[src/common/rar_pkg.sv]
package rar_pkg;
	localparam int unsigned DATA_W            = 32;
	localparam int unsigned ADDR_W            = 8;

	// register indices; byte address is four times the index
	localparam logic [7:0]  IDX_RIGHT_ROUTE   = 8'h16;
	localparam logic [7:0]  IDX_SPARE         = 8'h17;
	localparam logic [7:0]  IDX_LEFT_ROUTE    = 8'h18;
	localparam logic [7:0]  IDX_BIAS          = 8'h19;
	localparam logic [7:0]  ADDR_RIGHT_ROUTE  = 8'(4 * IDX_RIGHT_ROUTE);
	localparam logic [7:0]  ADDR_SPARE        = 8'(4 * IDX_SPARE);
	localparam logic [7:0]  ADDR_LEFT_ROUTE   = 8'(4 * IDX_LEFT_ROUTE);
	localparam logic [7:0]  ADDR_BIAS         = 8'(4 * IDX_BIAS);

	// field positions within the routing and bias bytes
	localparam int unsigned BIT_DIFF          = 7;
	localparam int unsigned LVL_HI            = 6;
	localparam int unsigned LVL_LO            = 3;
	localparam int unsigned BIT_PWR           = 2;
	localparam int unsigned SS_HI             = 1;
	localparam int unsigned SS_LO             = 0;
	localparam int unsigned BIAS_HI           = 7;
	localparam int unsigned BIAS_LO           = 6;

	// reset values and codes
	localparam logic [7:0]  RST_SPARE         = 8'h78;
	localparam logic        RST_DIFF          = 1'h0;
	localparam logic [3:0]  RST_LVL           = 4'hF;
	localparam logic        RST_PWR           = 1'h0;
	localparam logic [1:0]  RST_SS            = 2'h0;
	localparam logic [1:0]  RST_BIAS          = 2'h0;
	localparam logic [3:0]  LVL_DISCONNECT    = 4'hF;
	localparam logic [3:0]  LVL_MAX_GAIN_CODE = 4'h8;
	localparam logic [1:0]  SS_EVERY_SAMPLE   = 2'h0;
	localparam logic [1:0]  SS_EVERY_TWO      = 2'h1;
	localparam logic [1:0]  BIAS_OFF          = 2'h0;
	localparam logic [1:0]  BIAS_2V0          = 2'h1;
	localparam logic [1:0]  BIAS_2V5          = 2'h2;
	localparam logic [1:0]  BIAS_SUPPLY       = 2'h3;
	localparam logic [2:0]  LEFT_RSVD_BITS    = 3'h0;
	localparam logic [5:0]  BIAS_RSVD_BITS    = 6'h00;
endpackage

[src/core/rar_core.sv]
`timescale 1ns/100ps

// Notes on behaviour
// - right route bit7: single-ended or differential
// - level codes 0..8 give gain, connect input
// - level code 1111 disconnects input, reset default
// - right route bit2 powers right channel
// - soft-step: 00 each, 01 every two, else off
// - spare register reads 0x78, writes ignored
// - left route bit7: single-ended or differential
// - left level field same codes, 1111 disconnects
// - left route bits2..0 read zero, read-only
// - bias field: off, 2V, 2.5V, supply
// - bias register sits at index 25
module rar_core
	import rar_pkg::*;
#(
	parameter int unsigned P_ADDR_W = ADDR_W
) (
	input  wire logic                i_clk,
	input  wire logic                i_rst,
	input  wire logic                i_ce,
	input  wire logic                i_psel,
	input  wire logic                i_penable,
	input  wire logic                i_pwrite,
	input  wire logic [P_ADDR_W-1:0] i_paddr,
	input  wire logic [DATA_W-1:0]   i_pwdata,
	input  wire logic [3:0]          i_pstrb,
	output logic                     o_pready,
	output logic                     o_pslverr,
	output logic [DATA_W-1:0]        o_prdata,
	output logic                     o_right_diff,
	output logic [3:0]               o_right_level,
	output logic                     o_right_connect,
	output logic                     o_right_power_up,
	output logic [1:0]               o_softstep_mode,
	output logic                     o_softstep_en,
	output logic                     o_softstep_div2,
	output logic                     o_left_diff,
	output logic [3:0]               o_left_level,
	output logic                     o_left_connect,
	output logic [1:0]               o_bias_level,
	output logic                     o_bias_on
);

	function automatic logic addr_is(input logic [P_ADDR_W-1:0] a, input logic [7:0] target);
		addr_is = (a == P_ADDR_W'(target));
	endfunction

	// codes 0..8 connect the input to the mix, 1111 and reserved codes do not
	function automatic logic level_connects(input logic [3:0] lvl);
		level_connects = (lvl <= LVL_MAX_GAIN_CODE);
	endfunction

	logic              ack_d;
	logic              ack_q;
	logic [DATA_W-1:0] rdata_d;
	logic [DATA_W-1:0] rdata_q;
	logic              r_diff_d;
	logic              r_diff_q;
	logic [3:0]        r_lvl_d;
	logic [3:0]        r_lvl_q;
	logic              r_conn_d;
	logic              r_conn_q;
	logic              r_pwr_d;
	logic              r_pwr_q;
	logic [1:0]        ss_d;
	logic [1:0]        ss_q;
	logic              ss_en_d;
	logic              ss_en_q;
	logic              ss_div2_d;
	logic              ss_div2_q;
	logic              l_diff_d;
	logic              l_diff_q;
	logic [3:0]        l_lvl_d;
	logic [3:0]        l_lvl_q;
	logic              l_conn_d;
	logic              l_conn_q;
	logic [1:0]        bias_d;
	logic [1:0]        bias_q;
	logic              bias_on_d;
	logic              bias_on_q;

	logic              setup;
	logic              access_done;
	logic              wr;
	logic              sel_right;
	logic              sel_spare;
	logic              sel_left;
	logic              sel_bias;
	logic              mapped;

	// arms in the setup cycle, or in the access cycle when a low clock enable froze the setup edge
	assign setup       = i_psel && !ack_q;
	assign sel_right   = addr_is(i_paddr, ADDR_RIGHT_ROUTE);
	assign sel_spare   = addr_is(i_paddr, ADDR_SPARE);
	assign sel_left    = addr_is(i_paddr, ADDR_LEFT_ROUTE);
	assign sel_bias    = addr_is(i_paddr, ADDR_BIAS);
	assign mapped      = sel_right || sel_spare || sel_left || sel_bias;
	// read data is captured when armed, so the access phase waits only after a frozen setup edge or while the clock enable is low
	assign o_pready    = i_psel && i_penable && ack_q && i_ce;
	assign o_pslverr   = o_pready && !mapped;
	assign access_done = o_pready;
	assign wr          = access_done && i_pwrite && i_pstrb[0];

	// snapshot of the fields, so the read word cannot change during the access phase
	always_comb begin
		ack_d   = ack_q;
		rdata_d = rdata_q;
		if (setup) begin
			ack_d   = 1'h1;
			rdata_d = '0;
			if (sel_right) begin
				rdata_d[7:0] = {r_diff_q, r_lvl_q, r_pwr_q, ss_q};
			end else if (sel_spare) begin
				rdata_d[7:0] = RST_SPARE;
			end else if (sel_left) begin
				rdata_d[7:0] = {l_diff_q, l_lvl_q, LEFT_RSVD_BITS};
			end else if (sel_bias) begin
				rdata_d[7:0] = {bias_q, BIAS_RSVD_BITS};
			end
		end else if (access_done) begin
			ack_d = 1'h0;
		end
	end

	always_ff @(posedge i_clk or posedge i_rst) begin
		if (i_rst) begin
			ack_q   <= 1'h0;
			rdata_q <= '0;
		end else if (i_ce) begin
			ack_q   <= ack_d;
			rdata_q <= rdata_d;
		end
	end

	assign o_prdata = rdata_q;

	// decodes are registered so the analog controls never see a decode glitch
	always_comb begin
		r_diff_d = r_diff_q;
		r_lvl_d  = r_lvl_q;
		r_pwr_d  = r_pwr_q;
		ss_d     = ss_q;
		l_diff_d = l_diff_q;
		l_lvl_d  = l_lvl_q;
		bias_d   = bias_q;
		if (wr && sel_right) begin
			r_diff_d = i_pwdata[BIT_DIFF];
			r_lvl_d  = i_pwdata[LVL_HI:LVL_LO];
			r_pwr_d  = i_pwdata[BIT_PWR];
			ss_d     = i_pwdata[SS_HI:SS_LO];
		end
		if (wr && sel_left) begin
			l_diff_d = i_pwdata[BIT_DIFF];
			l_lvl_d  = i_pwdata[LVL_HI:LVL_LO];
		end
		if (wr && sel_bias) begin
			bias_d = i_pwdata[BIAS_HI:BIAS_LO];
		end
		r_conn_d  = level_connects(r_lvl_d);
		l_conn_d  = level_connects(l_lvl_d);
		ss_en_d   = (ss_d == SS_EVERY_SAMPLE) || (ss_d == SS_EVERY_TWO);
		ss_div2_d = (ss_d == SS_EVERY_TWO);
		bias_on_d = (bias_d != BIAS_OFF);
	end

	always_ff @(posedge i_clk or posedge i_rst) begin
		// reset leaves both inputs disconnected and the right channel powered down
		if (i_rst) begin
			r_diff_q  <= RST_DIFF;
			r_lvl_q   <= RST_LVL;
			r_conn_q  <= 1'h0;
			r_pwr_q   <= RST_PWR;
			ss_q      <= RST_SS;
			ss_en_q   <= 1'h1;
			ss_div2_q <= 1'h0;
			l_diff_q  <= RST_DIFF;
			l_lvl_q   <= RST_LVL;
			l_conn_q  <= 1'h0;
			bias_q    <= RST_BIAS;
			bias_on_q <= 1'h0;
		end else if (i_ce) begin
			r_diff_q  <= r_diff_d;
			r_lvl_q   <= r_lvl_d;
			r_conn_q  <= r_conn_d;
			r_pwr_q   <= r_pwr_d;
			ss_q      <= ss_d;
			ss_en_q   <= ss_en_d;
			ss_div2_q <= ss_div2_d;
			l_diff_q  <= l_diff_d;
			l_lvl_q   <= l_lvl_d;
			l_conn_q  <= l_conn_d;
			bias_q    <= bias_d;
			bias_on_q <= bias_on_d;
		end
	end

	assign o_right_diff     = r_diff_q;
	assign o_right_level    = r_lvl_q;
	assign o_right_connect  = r_conn_q;
	assign o_right_power_up = r_pwr_q;
	assign o_softstep_mode  = ss_q;
	assign o_softstep_en    = ss_en_q;
	assign o_softstep_div2  = ss_div2_q;
	assign o_left_diff      = l_diff_q;
	assign o_left_level     = l_lvl_q;
	assign o_left_connect   = l_conn_q;
	assign o_bias_level     = bias_q;
	assign o_bias_on        = bias_on_q;

	// helpers sampled by the checks below
	logic        w_diff;
	logic [3:0]  w_lvl;
	logic        w_pwr;
	logic [1:0]  w_bias;
	logic [1:0]  w_ss;
	logic [14:0] cfg_all;
	logic        rd_done;

	assign w_diff  = i_pwdata[BIT_DIFF];
	assign w_lvl   = i_pwdata[LVL_HI:LVL_LO];
	assign w_pwr   = i_pwdata[BIT_PWR];
	assign w_bias  = i_pwdata[BIAS_HI:BIAS_LO];
	assign w_ss    = i_pwdata[SS_HI:SS_LO];
	assign cfg_all = {o_right_diff, o_right_level, o_right_power_up, o_softstep_mode,
		o_left_diff, o_left_level, o_bias_level};
	assign rd_done = access_done && !i_pwrite;
endmodule

[config.mk]
export PLATFORM = sky130hd
export DESIGN_NAME = rar_core
export DESIGN_NICKNAME = d
export VERILOG_FILES = /design/src/common/rar_pkg.sv /design/src/core/rar_core.sv
export SDC_FILE = /design/constraint.sdc
export NUM_CORES = 1
export LEC_CHECK = 0
export ABC_CLOCK_PERIOD_IN_PS = 4500
export BUFFER_PORTS_ARGS = -buffer_cell sky130_fd_sc_hd__buf_4
export CAP_MARGIN = 20
export CORE_ASPECT_RATIO = 1.25
export CORE_MARGIN = 4
export CORE_UTILIZATION = 40
export DETAILED_ROUTE_END_ITERATION = 6
export PLACE_DENSITY = 0.76
export SLEW_MARGIN = 0
export SYNTH_ARGS = -nofsm -noshare
export SYNTH_HDL_FRONTEND = slang
export SYNTH_SLANG_ARGS = --single-unit
[constraint.sdc]
create_clock -name i_clk -period 4.5 [get_ports i_clk]
set_input_delay 0.675 -clock i_clk [delete_from_list [all_inputs] [get_ports i_clk]]
set_output_delay 0.675 -clock i_clk [all_outputs]
set_load 0.01 [all_outputs]
==> flow_metrics.tcl <==
set metrics [dict create \
    status "completed" \
    grt_pass1_wl_um 5540 \
    drive_gt1_share_pct 44.55 \
    start_util_pct 41.20 \
    dp_cells 249 \
    fin_total_pwr_mw 0.5671 \
    synth-seq-cells 29 \
    n_antenna_cell 0 \
    crit_chain "buf_4 > or4b_1 > a21oi_1 > nor2_1 > buf_4" \
    max_slew.worst_pin.slew_ps 966.1 \
    end_kind "output port" \
    drt_iter0_markers 21 \
    min_period_over_period_pct 57.46 \
    synthMuxAreaShare_pct 15.91 \
    fp.coreArea_mm2 0.004066 \
    yosysSeqAreaShare_pct 43.99 \
    switchingPower_mw 0.1416 \
    postCtsHoldBufs 0 \
    clkTransAtPathRegs_ps 60 \
    syn_area_per_cell_um2 11.32 \
    cts_setup_buffers 0 \
    synth_top_family_by_area "multiplexers" \
    place_hpwl_um 2686 \
    cp_common_cell "buf_4" \
    slew_viol_final 0 \
    antenna_found_initial 0 \
    cts_buffers 5 \
    rsz0062_at_grt "no" \
    cts.htree.levels 2 \
    die_y_um 80.36 \
    max_stage_delay_ps 710 \
    synth_area_leaders "dfrtp_1 30%, dfstp_2 14%, buf_4 11%" \
    clk_path_buf_depth 2 \
    clkPwrFrac_pct 38.0 \
    synth_cells 148 \
    worstPathRequired_ps 3830 \
    vias 1214 \
    path_max_fanout 6 \
    holdWs_ps 382.3 \
    synthAdderAreaFrac_pct 0 \
    syn_area_mm2 0.001675 \
    rrSetupSlack_ps 2400 \
    p_int_mw 0.4255 \
    cts_tree "yes" \
    placed_cell_area_mm2 0.002003 \
    power_frac_seq_pct 48.4 \
    synth_simple_gate_area_share_pct 14.34 \
    routed_wl_um 3475 \
    p_leak_nw 1.023 \
    drtPass1Iterations 4 \
    cp-start-kind "input pin" \
    clock.fmax_mhz 386.7 \
    switching_share_pct 24.97 \
    root_buffer "clkbuf_8" \
    ys_warn_count 0 \
    cp_slowest_cell "or4b_1" \
    stdcell_count 258 \
    fin_ws_ps 1914 \
    postLayoutCellArea_mm2 0.002121 \
    cts_resized 0 \
    synth_compound_gate_area_share_pct 11.13 \
    cp_data_arrival_time_ps 1910 \
    synth_xor_xnor_area_share_pct 0 \
    grt_max_degree 30 \
    grt-ovfl-total 0 \
    antenna_left 0 \
    globalplace.congestion 0.7865 \
    final_util_pct 52.15 \
    grt_pass1_vias 1150 \
    grt_use_total_pct 13.86 \
    hold_class "input pin to async pin" \
    die_area_mm2 0.005294 \
    syn_to_final_growth_pct 26.59 \
    io_buffers 52 \
    io_pins 104 \
    combPwrFrac_pct 13.6 \
    relSlewSlack_pct 35.11 \
    dieWidth_um 65.89 \
    preCtsSetupSlack_ps 1631 \
    setup_tns_ps 0 \
    wire_per_inst_um 13.47 \
    finalCriticalPeriod_ps 2586 \
    drv_cap 0 \
    hold_viol_final 0 \
    skew_ps 7.811 \
    clock_latency_ps 280 \
    ys_types 33 \
    drc 0 \
    critPathKind "input pin to output port" \
    nets 251 \
    rows 26 \
    clock-sinks 29 \
    synth_top_area_cell "dfrtp_1" \
    power_density_mw_per_mm2 267.4 \
    netlist.area_leader.share_pct 29.87 \
    ir_drop_mv 0.1723 \
    viasPerCell 4.705 \
    setup_violations 0 \
]
-- layout by cell type, fill, tap and decap left out, types with 3 or more instances in the layout --
cell and instances:
dfstp_2 9, a21oi_1 5, clkbuf_8 6, a22o_1 5
o21ai_0 6, mux2_4 7, conb_1 24, inv_1 6
nor4_4 3, o311ai_0 3, nand2_1 8, buf_4 52
mux2i_1 6, mux2_2 9, dfrtp_1 20, nor2_1 10
-- final timing paths --
| kind | start | end | cells after the start |
|---|---|---|---|
| max | i_paddr[1] | o_pslverr | 5 |
| max in group asynchronous | i_rst | o_left_level[3]$_DFFE_PP1P_ | 3 |
| min in group i_clk | o_prdata[1]$_DFFE_PP0P_ | o_prdata[1]$_DFFE_PP0P_ | 2 |
| min reg2reg | o_prdata[1]$_DFFE_PP0P_ | o_prdata[1]$_DFFE_PP0P_ | 2 |
| max reg2reg | ack_q$_DFFE_PP0P_ | o_right_level[2]$_DFFE_PP1P_ | 3 |
| min | i_rst | o_right_power_up$_DFFE_PP0P_ | 2 |
-- power groups by stage --
stage                     clock, mW  sequential, mW  combinational, mW
after detailed placement          0           0.279             0.0744
final                         0.216           0.274             0.0772
after CTS                     0.224           0.274             0.0747
after floorplan                   0           0.279             0.0596
after global routing          0.239           0.275             0.0860
after global placement            0           0.278             0.0730
-- sequential cells by signal, summed over array words and instances (netlist names) --
| register | cells |
|---|---|
| o_softstep_div2 | 1 |
| o_right_level | 4 |
| o_softstep_mode | 2 |
| o_softstep_en | 1 |
| o_prdata | 8 |
| o_right_diff | 1 |
| o_left_level | 4 |
| ack_q | 1 |
| o_bias_on | 1 |
| o_left_diff | 1 |
| o_bias_level | 2 |
| o_left_connect | 1 |
| o_right_power_up | 1 |
| o_right_connect | 1 |
-- cell families after synthesis --
group           after synthesis
simple gates                 33
compound gates               27
mux                          22
flops                        29
buf+inv                      36
other cells                   1
-- cell usage after synthesis, drive strengths merged --
cell     number
o311ai        3
nor2         10
or4b          2
mux2i         6
a21oi         5
o22ai         1
and3b         1
o31ai         1
nor2b         1
dfstp         9
inv           6
clkbuf        3
conb          1
or2           1
nand4         1
o2bb2ai       2
nand2         8
nor4          3
a22o          5
o21ai         6
nand3b        2
nor4b         1
dfrtp        20
buf          27
mux2         16
a31oi         2
or4bb         1
nand4bb       1
or3b          1
o32ai         2
-- worst max-delay path: cells and delay by family --
family / cells / cell delay [ps]
AO/OA/AOI/OAI: 1 / 190
buffers and inverters: 2 / 250
AND/OR/NAND/NOR: 2 / 780
-- cell type report --
cell class / instances / area, µm²
Sequential cell: 29 / 737.0
Fill cell: 383 / 1946
Tap cell: 56 / 70.07
Inverter: 6 / 22.52
Clock buffer: 8 / 90.09
Multi-Input combinational cell: 106 / 783.3
Timing Repair Buffer: 53 / 417.9
-- routing by layer --
layer	global-route usage [%]	vias up	share of wire (%)
li1	-	587	-
met1	16.26	580	40
met2	22.07	42	51
met3	4.196	5	7.7
met4	8.091	0	1.6
met5	0	-	0
Power figures use the tool's default switching activity.
